### config.mk
export PLATFORM = sky130hd
export DESIGN_NAME = kmw_top
export DESIGN_NICKNAME = d
export VERILOG_FILES = /design/src/shared/kmw_pkg.sv /design/src/design/kmw_sync.sv /design/src/design/kmw_top.sv
export SDC_FILE = /design/constraint.sdc
export NUM_CORES = 1
export LEC_CHECK = 0
export ABC_AREA = 1
export BUFFER_PORTS_ARGS = -buffer_cell sky130_fd_sc_hd__buf_2
export CORE_ASPECT_RATIO = 0.8
export CORE_MARGIN = 4
export CORE_UTILIZATION = 45
export CTS_CLUSTER_DIAMETER = 50
export DETAILED_ROUTE_END_ITERATION = 12
export MAX_ROUTING_LAYER = met4
export PLACE_DENSITY = 0.72
export SYNTH_ARGS = -nofsm -noshare
export SYNTH_HDL_FRONTEND = slang
export SYNTH_HIERARCHICAL = 1
export SYNTH_SLANG_ARGS = --single-unit
### constraint.sdc
create_clock -name clock_in -period 1.6 [get_ports clock_in]
set_input_delay 0.08 -clock clock_in [delete_from_list [all_inputs] [get_ports clock_in]]
set_output_delay 0.08 -clock clock_in [all_outputs]
set_load 0.02 [all_outputs]
### src/shared/kmw_pkg.sv
// Purpose: Constants for the keyboard/mouse interrupt and wake glue.
// Assumes: AXI4-Lite byte addresses, 32-bit data, 8-bit registers in low bits.
// Notes: Register offsets are byte addresses.
package kmw_pkg;
   localparam int ADDR_W = 12;
   localparam logic [ADDR_W-1:0] CORE_RESET_CFG_ADDR = 12'h02C;
   localparam logic [ADDR_W-1:0] LATCH_ISO_CTRL_ADDR = 12'h0F0;
   localparam logic [ADDR_W-1:0] WAKE_STATUS_ADDR = 12'h100;
   localparam logic [ADDR_W-1:0] WAKE_ENABLE_ADDR = 12'h104;
   localparam logic [ADDR_W-1:0] IRQ_MASK_ADDR = 12'h108;
   localparam logic [ADDR_W-1:0] LINE_STATE_ADDR = 12'h10C;
   // Core reset register field
   localparam int CORE_RESET_BIT = 6;
   // Latch/isolation register fields
   localparam int KBD_LATCH_BIT = 3;
   localparam int MOUSE_LATCH_BIT = 4;
   localparam int KBD_ISO_BIT = 5;
   localparam int MOUSE_ISO_BIT = 6;
   // Wake status / enable fields
   localparam int EV_KBD_IRQ = 0;
   localparam int EV_MOUSE_IRQ = 1;
   localparam int EV_KBD_DATA = 2;
   localparam int EV_MOUSE_DATA = 3;
   localparam int EV_GLOBAL = 7;
   localparam int NUM_EV = 4;
   localparam logic [7:0] REG_RESET = 8'h00;
   localparam logic [1:0] RESP_OKAY = 2'h0;
   localparam logic [1:0] RESP_DECERR = 2'h3;
endpackage

### src/design/kmw_sync.sv
// Purpose: Two-flop synchroniser with an edge pulse on the synced level.
// Assumes: Input is asynchronous to clock_in.
// Notes: First flop feeds only the second one.
`timescale 1ns/1ps
`default_nettype none
module kmw_sync
(
   // Clock and reset
   input wire logic clock_in,
   input wire logic rst_n_in,
   // Asynchronous level in
   input wire logic async_in,
   // Synchronised level and falling edge
   output logic level_out,
   output logic fall_out
);
   logic stage1;
   logic stage2;
   logic stage3;
   // Idle level of open-drain lines is high
   always_ff @(posedge clock_in)
   begin
      if (!rst_n_in)
      begin
         stage1 <= 1'b1;
         stage2 <= 1'b1;
         stage3 <= 1'b1;
      end
      else
      begin
         stage1 <= async_in;
         stage2 <= stage1;
         stage3 <= stage2;
      end
   end
   assign level_out = stage2;
   assign fall_out = stage3 & ~stage2;
endmodule
`default_nettype wire

### src/design/kmw_top.sv
// Purpose: Keyboard/mouse interrupt conditioning, wake events, line
//    isolation and core reset for an embedded keyboard controller core.
// Assumes: Single 10 MHz clock; AXI4-Lite slave for registers.
// Notes: Active data-line edge is the falling edge (start bit).
//
// Chosen here: the AXI4-Lite interface to the registers.
`timescale 1ns/1ps
`default_nettype none
module kmw_top
   import kmw_pkg::*;
(
   // Clock and reset
   input wire logic clock_in,
   input wire logic rst_n_in,
   // AXI4-Lite write address
   input wire logic s_axi_awvalid,
   output logic s_axi_awready,
   input wire logic [kmw_pkg::ADDR_W-1:0] s_axi_awaddr,
   // AXI4-Lite write data
   input wire logic s_axi_wvalid,
   output logic s_axi_wready,
   input wire logic [31:0] s_axi_wdata,
   input wire logic [3:0] s_axi_wstrb,
   // AXI4-Lite write response
   output logic s_axi_bvalid,
   input wire logic s_axi_bready,
   output logic [1:0] s_axi_bresp,
   // AXI4-Lite read address
   input wire logic s_axi_arvalid,
   output logic s_axi_arready,
   input wire logic [kmw_pkg::ADDR_W-1:0] s_axi_araddr,
   // AXI4-Lite read data
   output logic s_axi_rvalid,
   input wire logic s_axi_rready,
   output logic [31:0] s_axi_rdata,
   output logic [1:0] s_axi_rresp,
   // Controller core interrupts (same clock)
   input wire logic core_kbd_irq_in,
   input wire logic core_mouse_irq_in,
   // Conditioned interrupts to the host
   output logic kbd_irq_out,
   output logic mouse_irq_out,
   // Keyboard/mouse pins (asynchronous)
   input wire logic kbd_clock_line_in,
   input wire logic kbd_data_line_in,
   input wire logic mouse_clock_line_in,
   input wire logic mouse_data_line_in,
   // Lines towards the controller core
   output logic core_kbd_clock_out,
   output logic core_kbd_data_out,
   output logic core_mouse_clock_out,
   output logic core_mouse_data_out,
   // Power state and core reset
   input wire logic main_power_good_in,
   output logic core_reset_out,
   // Wake and interrupt outputs
   output logic wake_event_out,
   output logic irq_out
);
   logic [7:0] core_reset_cfg;
   logic [7:0] latch_iso_ctrl;
   logic [7:0] wake_enable;
   logic [7:0] irq_mask;
   logic [NUM_EV-1:0] wake_status;
   logic kbd_irq_latched;
   logic mouse_irq_latched;
   logic kbd_irq_prev;
   logic mouse_irq_prev;
   logic have_aw;
   logic have_w;
   logic [ADDR_W-1:0] aw_addr;
   logic [31:0] w_data;
   logic [3:0] w_strb;
   logic [31:0] read_data;
   logic [1:0] read_resp;
   logic power_sync1;
   logic power_good;
   logic kbd_clock_sync;
   logic kbd_data_sync;
   logic mouse_clock_sync;
   logic mouse_data_sync;
   logic kbd_data_fall;
   logic mouse_data_fall;

   // Pin synchronisers
   kmw_sync u_kbd_clock
   (
      .clock_in(clock_in),
      .rst_n_in(rst_n_in),
      .async_in(kbd_clock_line_in),
      .level_out(kbd_clock_sync),
      .fall_out()
   );
   kmw_sync u_kbd_data
   (
      .clock_in(clock_in),
      .rst_n_in(rst_n_in),
      .async_in(kbd_data_line_in),
      .level_out(kbd_data_sync),
      .fall_out(kbd_data_fall)
   );
   kmw_sync u_mouse_clock
   (
      .clock_in(clock_in),
      .rst_n_in(rst_n_in),
      .async_in(mouse_clock_line_in),
      .level_out(mouse_clock_sync),
      .fall_out()
   );
   kmw_sync u_mouse_data
   (
      .clock_in(clock_in),
      .rst_n_in(rst_n_in),
      .async_in(mouse_data_line_in),
      .level_out(mouse_data_sync),
      .fall_out(mouse_data_fall)
   );

   always_ff @(posedge clock_in)
   begin
      if (!rst_n_in)
      begin
         power_sync1 <= 1'b0;
         power_good <= 1'b0;
      end
      else
      begin
         power_sync1 <= main_power_good_in;
         power_good <= power_sync1;
      end
   end

   // Isolation: blocked lines are held at the idle high level
   wire kbd_iso = latch_iso_ctrl[KBD_ISO_BIT];
   wire mouse_iso = latch_iso_ctrl[MOUSE_ISO_BIT];
   assign core_kbd_clock_out = kbd_clock_sync | kbd_iso;
   assign core_kbd_data_out = kbd_data_sync | kbd_iso;
   assign core_mouse_clock_out = mouse_clock_sync | mouse_iso;
   assign core_mouse_data_out = mouse_data_sync | mouse_iso;

   // Interrupt latches catch a rising core interrupt and hold it until the
   // core drops the line while the ANDed mode is in use
   wire kbd_irq_rise = core_kbd_irq_in & ~kbd_irq_prev;
   wire mouse_irq_rise = core_mouse_irq_in & ~mouse_irq_prev;
   wire kbd_latch_sel = latch_iso_ctrl[KBD_LATCH_BIT];
   wire mouse_latch_sel = latch_iso_ctrl[MOUSE_LATCH_BIT];
   wire next_kbd_irq_latched = kbd_irq_rise |
      (kbd_irq_latched & (core_kbd_irq_in | kbd_latch_sel));
   wire next_mouse_irq_latched = mouse_irq_rise |
      (mouse_irq_latched & (core_mouse_irq_in | mouse_latch_sel));
   always_ff @(posedge clock_in)
   begin
      if (!rst_n_in)
      begin
         kbd_irq_latched <= 1'b0;
         mouse_irq_latched <= 1'b0;
         kbd_irq_prev <= 1'b0;
         mouse_irq_prev <= 1'b0;
      end
      else
      begin
         // A latch in latched-alone mode clears once the core line is low
         // and the mode returns to ANDed; that keeps reads deterministic
         kbd_irq_latched <= next_kbd_irq_latched;
         mouse_irq_latched <= next_mouse_irq_latched;
         kbd_irq_prev <= core_kbd_irq_in;
         mouse_irq_prev <= core_mouse_irq_in;
      end
   end
   assign kbd_irq_out = kbd_latch_sel ? kbd_irq_latched :
      (core_kbd_irq_in & kbd_irq_latched);
   assign mouse_irq_out = mouse_latch_sel ? mouse_irq_latched :
      (core_mouse_irq_in & mouse_irq_latched);

   // Wake events; irq sources only count on main power
   logic [NUM_EV-1:0] ev_set;
   assign ev_set[EV_KBD_IRQ] = kbd_irq_rise & power_good;
   assign ev_set[EV_MOUSE_IRQ] = mouse_irq_rise & power_good;
   assign ev_set[EV_KBD_DATA] = kbd_data_fall;
   assign ev_set[EV_MOUSE_DATA] = mouse_data_fall;
   assign wake_event_out = wake_enable[EV_GLOBAL] &
      (|(wake_status & wake_enable[NUM_EV-1:0]));
   assign irq_out = |(wake_status & irq_mask[NUM_EV-1:0]);
   assign core_reset_out = core_reset_cfg[CORE_RESET_BIT];

   // AXI4-Lite write side
   assign s_axi_awready = ~have_aw & ~s_axi_bvalid;
   assign s_axi_wready = ~have_w & ~s_axi_bvalid;
   wire aw_fire = s_axi_awvalid & s_axi_awready;
   wire w_fire = s_axi_wvalid & s_axi_wready;
   wire wr_go = have_aw & have_w;
   wire wr_lane0 = wr_go & w_strb[0];
   wire wr_core = wr_lane0 && aw_addr == CORE_RESET_CFG_ADDR;
   wire wr_ctrl = wr_lane0 && aw_addr == LATCH_ISO_CTRL_ADDR;
   wire wr_stat = wr_lane0 && aw_addr == WAKE_STATUS_ADDR;
   wire wr_en = wr_lane0 && aw_addr == WAKE_ENABLE_ADDR;
   wire wr_mask = wr_lane0 && aw_addr == IRQ_MASK_ADDR;
   wire wr_hit = aw_addr == CORE_RESET_CFG_ADDR ||
      aw_addr == LATCH_ISO_CTRL_ADDR || aw_addr == WAKE_STATUS_ADDR ||
      aw_addr == WAKE_ENABLE_ADDR || aw_addr == IRQ_MASK_ADDR;
   // Set wins over a simultaneous write-one clear
   wire [NUM_EV-1:0] stat_clr = wr_stat ? w_data[NUM_EV-1:0] : '0;
   wire [NUM_EV-1:0] next_wake_status = (wake_status & ~stat_clr) | ev_set;

   always_ff @(posedge clock_in)
   begin
      if (!rst_n_in)
      begin
         have_aw <= 1'b0;
         have_w <= 1'b0;
         aw_addr <= '0;
         w_data <= '0;
         w_strb <= '0;
         s_axi_bvalid <= 1'b0;
         s_axi_bresp <= RESP_OKAY;
      end
      else
      begin
         if (aw_fire)
         begin
            have_aw <= 1'b1;
            aw_addr <= s_axi_awaddr;
         end
         if (w_fire)
         begin
            have_w <= 1'b1;
            w_data <= s_axi_wdata;
            w_strb <= s_axi_wstrb;
         end
         if (wr_go)
         begin
            have_aw <= 1'b0;
            have_w <= 1'b0;
            s_axi_bvalid <= 1'b1;
            s_axi_bresp <= wr_hit ? RESP_OKAY : RESP_DECERR;
         end
         else if (s_axi_bvalid && s_axi_bready)
         begin
            s_axi_bvalid <= 1'b0;
         end
      end
   end

   // Registers; reset bit holds until software writes it back to zero
   always_ff @(posedge clock_in)
   begin
      if (!rst_n_in)
      begin
         core_reset_cfg <= REG_RESET;
         latch_iso_ctrl <= REG_RESET;
         wake_enable <= REG_RESET;
         irq_mask <= REG_RESET;
         wake_status <= '0;
      end
      else
      begin
         if (wr_core)
            core_reset_cfg <= w_data[7:0];
         if (wr_ctrl)
            latch_iso_ctrl <= w_data[7:0];
         if (wr_en)
            wake_enable <= w_data[7:0];
         if (wr_mask)
            irq_mask <= w_data[7:0];
         wake_status <= next_wake_status;
      end
   end

   // AXI4-Lite read side
   assign s_axi_arready = ~s_axi_rvalid;
   wire ar_fire = s_axi_arvalid & s_axi_arready;
   wire [7:0] line_state = {4'h0, mouse_clock_sync, mouse_data_sync,
      kbd_clock_sync, kbd_data_sync};
   always_comb
   begin
      read_data = 32'h0000_0000;
      read_resp = RESP_OKAY;
      unique case (s_axi_araddr)
         CORE_RESET_CFG_ADDR: read_data[7:0] = core_reset_cfg;
         LATCH_ISO_CTRL_ADDR: read_data[7:0] = latch_iso_ctrl;
         WAKE_STATUS_ADDR: read_data[NUM_EV-1:0] = wake_status;
         WAKE_ENABLE_ADDR: read_data[7:0] = wake_enable;
         IRQ_MASK_ADDR: read_data[7:0] = irq_mask;
         LINE_STATE_ADDR: read_data[7:0] = line_state;
         default: read_resp = RESP_DECERR;
      endcase
   end
   always_ff @(posedge clock_in)
   begin
      if (!rst_n_in)
      begin
         s_axi_rvalid <= 1'b0;
         s_axi_rdata <= 32'h0000_0000;
         s_axi_rresp <= RESP_OKAY;
      end
      else if (ar_fire)
      begin
         s_axi_rvalid <= 1'b1;
         s_axi_rdata <= read_data;
         s_axi_rresp <= read_resp;
      end
      else if (s_axi_rready)
      begin
         s_axi_rvalid <= 1'b0;
      end
   end
endmodule
`default_nettype wire

==> flow_summary.ini, run 1 <==
[floorplan]
row_count = 30
floorplan.die.height_um = 92.1
start_util_pct = 46.5
core_um2 = 8560
die_outline_area_um2 = 10400
die_w_um = 113
i_o_pins = 124

[critical_path]
critical_path_required_ns = 1.89
worst_r2r_startpoint = aw_addr[0]
worstPathArrival_ns = 1.78
worstSetupStartpoint = aw_addr[0]
crit-reg2reg-capture = wake_enable[3]
r2r_slack_ns = 0.11
crit_fanout = 10
timing.setup.critical_path_class = flop to flop
cp-start-kind = flop
r2r_cell_count = 8
critical_path.endpoint_type = flop
timing.critical_path.to = wake_enable[3]

[routing]
drt-initial-drc-count = 232
route.vias.total = 3734
drt-vias-per-instance = 4.91
first_pass_iters = 4
route.final.wire_length_mm = 9.98
detail-route-antenna-nets = 0
detail_route.wl_per_cell_um = 13.1
drc_errors = 0

[logic_synthesis]
ys_warn_count = 6
synthesis.area_um2 = 3980
post_synth_inst_count = 551
synth.avg_cell_area_um2 = 7.22

[place]
portBuffers = 72
routabilityCongestion = 0.934
post-place-ws_ns = 0.0285
hpwl_mm = 7.52

[power]
combinationalPowerShare_pct = 12.7
cellLeakagePower_nw = 2.25
cellPowerDensity_nw_per_um2 = 949
p_switching_mw = 1.27
power_report.internal_total_mw = 3.24
totalPowerFinal_mw = 4.52
clock_share_of_power_pct = 35.7
sequential_group_share_of_total_power_pct = 51.6
sw_frac_of_total_pct = 28.2
vdd_drop_max_mv = 0.629

[sta]
maxClockFrequency_mhz = 672
hold_slack_ns = 0.0105
finalCritPeriodShare_pct = 93.1
final-max-slew-violation-count = 0
final-setup-viol-count = 0
hold_violations = 0
grt_setup_unrepaired = true
fin_ws_ns = 0.111
fin_worst_skew_ns = 0.00879
worstMarginPinSlew_ns = 0.530
maxSlewHeadroom_pct = 64.6
finalCriticalPeriod_ns = 1.49

[grt]
overflow = 0
via_count_of_the_first_global_routing_pass = 3676
grt.total_usage_pct = 20.1
grt_pass1_wl_mm = 16.6
grt_start_max_net_pins = 25
number_of_antenna_violations_at_the_first_check_in_global_routing = 0

[clocking]
clk_root_buffer_cell = sky130_fd_sc_hd__clkbuf_8
worst_path_clk_slew_ns = 0.09
tritoncts.num_buffers = 9
clock-sinks = 87
tritoncts = built
cts-root-to-sink-buffers = 2
worst_skew_pair.late_latency_ns = 0.35
cts_htree_levels = 3

[hold_path]
worstHoldPathType = input port to flop

[final_layout]
drive_gt1_share_pct = 20.5
areaGrowthSynthToFinish_pct = 19.7
insertedDiodeCount = 0
final_nets = 718

[job]
drv_cap = 0

[outcome]
run_status = completed
[how the worst min path moves through the flow]
stage	from	end	cells after the start
after global placement	mouse_data_line_in	u_mouse_data/stage1	3
after global routing	s_axi_awaddr[9]	aw_addr[9]	3
final	s_axi_awaddr[11]	aw_addr[11]	3
after CTS	s_axi_awaddr[11]	aw_addr[11]	3
after floorplan	rst_n_in	u_kbd_clock/stage1	1
after detailed placement	mouse_data_line_in	u_mouse_data/stage1	3
[critical path, cell delays in order (launching register included)]
cell and delay [ns]:
sky130_fd_sc_hd__dfxtp_1 0.33, sky130_fd_sc_hd__nor2_2 0.16, sky130_fd_sc_hd__inv_2 0.07, sky130_fd_sc_hd__nor3_2 0.13, sky130_fd_sc_hd__nand3_2 0.12, sky130_fd_sc_hd__nor2_4 0.26, sky130_fd_sc_hd__buf_4 0.19, sky130_fd_sc_hd__o21ai_2 0.05
sky130_fd_sc_hd__a21oi_1 0.12
[metal layers]
metal  track usage [%]  vias to the layer above  wire (um)
met4              6.31                        0        138
met2              31.9                      119       4590
li1                  -                     1902          -
met1              25.4                     1699       4640
met3              4.75                       14        613
met5                 -                        -          0
[layout by cell type, fill, tap and decap left out, types with 2 or more instances in the layout]
cell type,instances
sky130_fd_sc_hd__o21ai_2,3
sky130_fd_sc_hd__nor3_2,2
sky130_fd_sc_hd__dlygate4sd3_1,16
sky130_fd_sc_hd__o21ai_1,3
sky130_fd_sc_hd__a21oi_1,56
sky130_fd_sc_hd__nand2_1,68
sky130_fd_sc_hd__inv_2,6
sky130_fd_sc_hd__nand3_2,3
sky130_fd_sc_hd__clkbuf_8,10
sky130_fd_sc_hd__inv_6,2
sky130_fd_sc_hd__nand3_4,2
sky130_fd_sc_hd__nor2_4,3
sky130_fd_sc_hd__nand4_1,6
sky130_fd_sc_hd__conb_1,24
sky130_fd_sc_hd__nor2_1,56
sky130_fd_sc_hd__nor2_2,7
sky130_fd_sc_hd__nand3_1,33
sky130_fd_sc_hd__inv_1,86
sky130_fd_sc_hd__dfxtp_1,87
sky130_fd_sc_hd__buf_4,13
sky130_fd_sc_hd__nor3_1,4
sky130_fd_sc_hd__a21oi_2,3
sky130_fd_sc_hd__nand2_2,3
sky130_fd_sc_hd__buf_2,72
sky130_fd_sc_hd__o21ai_0,73
[sequential cells by signal (all words and copies together) (netlist names), 4 cells and up]
signal	flops
aw_addr	12
wake_enable	8
wake_status	4
latch_iso_ctrl	8
irq_mask	8
s_axi_rdata	8
core_reset_cfg	8
w_data	8
[layout make-up]
cell class / count / area (um^2)
clock inverter: 6 / 75.1
multi-input combinational: 352 / 1700
sequential: 87 / 1740
inverter: 93 / 349
tap: 112 / 140
clock buffer: 10 / 138
timing repair buffer: 101 / 618
fill: 801 / 3800
[metrics by stage]
stage / instances / util [%] / TNS (ns) / area, um^2
2_1_floorplan: 574 / - / 0 / 4060
3_3_place_gp: 727 / 50.8 / 0 / 4350
3_5_place_dp: 727 / 50.8 / 0 / 4350
4_1_cts: 759 / 55.2 / 0 / 4720
5_1_grt: 761 / 55.6 / -0.0473 / 4760
6_report: 761 / 55.6 / 0 / 4760
[repair_timing]
item | CTS | global route
endpoints found under the setup margin | 0 | 20
endpoints found under the hold margin | 17 | 0
hold buffers | 16 | 0
gates resized for setup | 0 | 6
buffers inserted | 0 | 1
[power groups by stage]
| stage | Combinational [mW] | Clock, mW | Sequential (mW) |
|---|---|---|---|
| after floorplan | 0.396 | 0 | 2.37 |
| after global placement | 0.514 | 0 | 2.38 |
| after detailed placement | 0.531 | 0 | 2.38 |
| after CTS | 0.563 | 1.65 | 2.33 |
| after global routing | 0.647 | 1.74 | 2.34 |
| final | 0.572 | 1.61 | 2.33 |
(Power assumes the default switching activity.)
==> inputs of run 2 (changes only) <==
- CORE_UTILIZATION: 45 -> 51
- PLACE_DENSITY: 0.72 -> 0.8
==> flow_summary.ini, run 2 (same netlist as run 1, synthesis figures left out) <==
[place]
post-place-ws_ns = 0.0354
hpwl_mm = 7.07
routabilityCongestion = 0.892
place.detailed.instances = 717
detailed_place.area_um2 = 4320
portBuffers = 72

[power]
vdd_drop_max_mv = 0.707
totalPowerFinal_mw = 4.54
cellLeakagePower_nw = 2.27
cellPowerDensity_nw_per_um2 = 940

[routing]
detail-route-antenna-nets = 0
drt-initial-drc-count = 303
first_pass_iters = 5
drc_errors = 0
route.vias.total = 3772
detail_route.wl_per_cell_um = 13.1
drt-vias-per-instance = 4.98
route.final.wire_length_mm = 9.93

[sta]
hold_slack_ns = 0.00720
fin_ws_ns = 0.0672
final-setup-viol-count = 0
finalSetupTns_ns = 0
fin_worst_skew_ns = 0.00847
finalCritPeriodShare_pct = 95.8
finalCriticalPeriod_ns = 1.53
hold_violations = 0
final-max-slew-violation-count = 0
maxClockFrequency_mhz = 652

[critical_path]
crit_fanout = 16
critical_path_required_ns = 1.85
critical_path.endpoint_type = flop
timing.critical_path.cells = nand3_2 -> inv_1 -> nand3_1 -> buf_4 -> o21ai_0 -> a21oi_1
cp-start-kind = flop
crit_path_top_delay_cell = sky130_fd_sc_hd__dfxtp_1
max_stage_delay_ns = 0.41
timing.setup.critical_path_class = flop to flop
worstPathArrival_ns = 1.78

[clocking]
worst_path_clk_slew_ns = 0.09
clk_root_buffer_cell = sky130_fd_sc_hd__clkbuf_8
worst_skew_pair.late_latency_ns = 0.36
cts_htree_levels = 3
clock-sinks = 87
tritoncts.num_buffers = 9
cts-root-to-sink-buffers = 2
tritoncts = built

[floorplan]
die_outline_area_um2 = 9280
die_w_um = 107
floorplan.die.height_um = 87.0
i_o_pins = 124
row_count = 28
start_util_pct = 53.0
core_um2 = 7500

[final_layout]
layout_common_cells = sky130_fd_sc_hd__inv_1, sky130_fd_sc_hd__dfxtp_1, sky130_fd_sc_hd__buf_2
drive_gt1_share_pct = 20.7
num-fill-cells = 665
finalCoreUtilization_pct = 64.5
number_of_standard_cells_in_the_final_layout_excluding_fillers = 758
largest_register = aw_addr
number_of_flip_flops_under_the_largest_register_name = 12
insertedDiodeCount = 0
final_common_cell = sky130_fd_sc_hd__inv_1
fin_area_um2 = 4830
areaGrowthSynthToFinish_pct = 21.6
final_nets = 722

[grt]
via_count_of_the_first_global_routing_pass = 3396
grt.total_usage_pct = 22.2
grt_pass1_wl_mm = 15.9
number_of_antenna_violations_at_the_first_check_in_global_routing = 0
overflow = 0
grt_start_max_net_pins = 30

[hold_path]
worstHoldPathType = input port to flop

[job]
drv_cap = 0

[outcome]
run_status = completed
-- run 2: cell count changes in the layout (fill, tap and decap cells not counted), moves of 2 or more --
cell                            previous run  this run
sky130_fd_sc_hd__dlygate4sd3_1            16        20
sky130_fd_sc_hd__inv_1                    86        88
sky130_fd_sc_hd__inv_2                     6         4
sky130_fd_sc_hd__inv_6                     2         0
sky130_fd_sc_hd__o21ai_0                  73        69
sky130_fd_sc_hd__o21ai_1                   3         7
-- run 2: cell type report --
class,count,area [um^2],share of cell area [%]
Clock buffer,11,151,3.13
Multi-Input combinational cell,352,1720,35.7
Timing Repair Buffer,105,671,13.9
Inverter,93,349,7.22
Tap cell,105,131,2.72
Clock inverter,5,65.1,1.35
Sequential cell,87,1740,36.1
-- run 2: what timing repair did --
action,CTS,global route
gates resized for setup,0,14
hold buffers,20,0
endpoints found under the setup margin,0,22
hold endpoints to repair,21,0
setup buffers,0,4
-- run 2: routing by layer --
layer / GRT usage (%) / routed length, um / vias up / share of wire (%)
li1: - / - / 1903 / -
met4: 6.27 / 157 / 0 / 1.6
met5: - / 0 / - / 0
met3: 5.26 / 771 / 18 / 7.8
met2: 35.6 / 4600 / 149 / 46
met1: 28.3 / 4400 / 1702 / 44
-- run 2: report_power, final --
group	internal (mW)	total (mW)	switching [mW]
clock network	0.820	1.62	0.799
logic	0.202	0.588	0.386
registers	2.26	2.34	0.0774
-- run 2: final timing paths --
check / startpoint / to / slack (ns) / depth (start not counted)
worst max-delay path: have_w / core_reset_cfg[3] / 0.07 / 6
worst min-delay path: s_axi_wdata[1] / w_data[1] / 0.007 / 3
worst max register to register: have_w / core_reset_cfg[3] / 0.07 / 6
worst min register to register: u_mouse_data/stage1 / u_mouse_data/level_out / 0.41 / 2
-- run 2: worst max-delay path, delay by kind of cell (launching register included) --
| kind | cells | cell delay (ns) |
|---|---|---|
| buffers and inverters | 2 | 0.49 |
| flip-flops | 1 | 0.41 |
| AO/OA/AOI/OAI | 2 | 0.23 |
| AND/OR/NAND/NOR | 2 | 0.29 |
==> inputs of run 3 (changes only) <==
- REMOVE_ABC_BUFFERS: not set -> 1
==> flow_summary.ini, run 3 (same netlist as run 1, synthesis figures left out) <==
[critical_path]
critical_path_required_ns = 1.52
cp_num_buf_inv = 1
max_stage_delay_ns = 0.39
cp-start-kind = flop
critical_path.endpoint_type = output pin
worstPathArrival_ns = 1.41
timing.setup.critical_path_class = flop to output pin
timing.critical_path.cells = a22o_1 -> a221oi_2 -> nor2_1 -> buf_2
crit_fanout = 4
crit_path_top_delay_cell = sky130_fd_sc_hd__dfxtp_1
critical_path.top_delay_family = compound AO/OA/AOI/OAI gates

[sta]
maxSlewHeadroom_pct = 66.2
final-setup-viol-count = 0
fin_worst_skew_ns = 0.00966
hold_violations = 0
final-max-slew-violation-count = 0
finalSetupTns_ns = 0
fin_ws_ns = 0.106
worstMarginPinSlew_ns = 0.506
finalCritPeriodShare_pct = 93.4
finalCriticalPeriod_ns = 1.49
maxClockFrequency_mhz = 669
grt_setup_unrepaired = true

[final_layout]
number_of_flip_flops_under_the_largest_register_name = 12
num-fill-cells = 660
fin_area_um2 = 4850
final_common_cell = sky130_fd_sc_hd__inv_1
areaGrowthSynthToFinish_pct = 21.9
final_nets = 728
insertedDiodeCount = 0
layout.area.seq_um2 = 1740
multi_input_area_um2 = 1690
layout_common_cells = sky130_fd_sc_hd__inv_1, sky130_fd_sc_hd__dfxtp_1, sky130_fd_sc_hd__buf_2
drive_gt1_share_pct = 20.8
finalCoreUtilization_pct = 64.7
largest_register = aw_addr

[floorplan]
die_w_um = 107
i_o_pins = 124
floorplan.die.height_um = 87.0
die_outline_area_um2 = 9280
core_um2 = 7500
start_util_pct = 53.0
row_count = 28

[routing]
detail-route-antenna-nets = 0
drc_errors = 0
detail_route.wl_per_cell_um = 12.6
route.final.wire_length_mm = 9.63
route.vias.total = 3762
first_pass_iters = 5
drt-vias-per-instance = 4.92
drt-initial-drc-count = 240

[clocking]
worst_path_clk_slew_ns = 0.08
cts-root-to-sink-buffers = 2
tritoncts = built
clk_root_buffer_cell = sky130_fd_sc_hd__clkbuf_8
worst_skew_pair.late_latency_ns = 0.36
cts_htree_levels = 3
clock-sinks = 87
tritoncts.num_buffers = 9

[place]
detailed_place.area_um2 = 4380
portBuffers = 72
hpwl_mm = 7.12
routabilityCongestion = 0.917
post-place-ws_ns = 0.0444

[grt]
grt_pass1_wl_mm = 15.7
number_of_antenna_violations_at_the_first_check_in_global_routing = 0
via_count_of_the_first_global_routing_pass = 3443
overflow = 0
grt.total_usage_pct = 21.7
grt_start_max_net_pins = 30

[power]
cellPowerDensity_nw_per_um2 = 918
vdd_drop_max_mv = 0.726
cellLeakagePower_nw = 2.31

[job]
drv_cap = 0

[outcome]
run_status = completed

[hold_path]
worstHoldPathType = input port to flop
==> run 3: changes by cell type in the layout (fill, tap and decap cells not counted), sizes merged <==
| cell | delta |
|---|---|
| clkinvlp | -1 |
| clkinv | +1 |
| nand3 | -1 |
| buf | +7 |
==> run 3: per-layer routing <==
layer | vias up | share of wire (%) | GRT usage [%]
li1 | 1917 | - | -
met1 | 1690 | 45 | 26.2
met2 | 137 | 47 | 36.5
met3 | 18 | 7.1 | 5.41
met4 | 0 | 1.5 | 5.92
met5 | - | 0 | -
==> run 3: cell type report <==
cell class,count,share of cell area (%)
clock buffer,11,2.92
clock inverter,5,1.16
inverter,93,7.20
multi-input combinational,351,34.8
sequential,87,35.9
tap,105,2.71
timing repair buffer,112,15.3
==> run 3: path summary, 6_finish.rpt <==
path,start,end,slack [ns],cells after the start
max,wake_status[1],wake_event_out,0.11,4
min,s_axi_awaddr[2],aw_addr[2],0.007,3
max reg2reg,aw_addr[1],latch_iso_ctrl[1],0.11,8
min reg2reg,u_mouse_data/stage1,u_mouse_data/level_out,0.41,2
==> run 3: metrics by stage <==
stage	hold WS, ns	power, mW	std cells
floorplan	0.149	2.70	531
detailed placement	0.254	2.92	722
finish	0.00672	4.45	764
CTS	0.00114	4.47	758
global route	0.000731	4.67	764
global placement	0.251	2.90	722
==> run 3: timing repair <==
item / 4_1_cts / 5_1_grt
pin swaps: 0 / 4
hold buffers: 20 / 0
setup buffers: 0 / 6
gates resized for setup: 1 / 9
endpoints found under the hold margin: 22 / 0
endpoints found under the setup margin: 1 / 20
==> run 3: worst min-delay path, stage by stage <==
cell and delay (ns):
sky130_fd_sc_hd__buf_2 0.07, sky130_fd_sc_hd__o21ai_0 0.07, sky130_fd_sc_hd__a21oi_1 0.10
==> run 3: power breakdown <==
group          internal [mW]  switching, mW
Combinational          0.216          0.376
Sequential              2.26         0.0709
Clock                  0.765          0.765
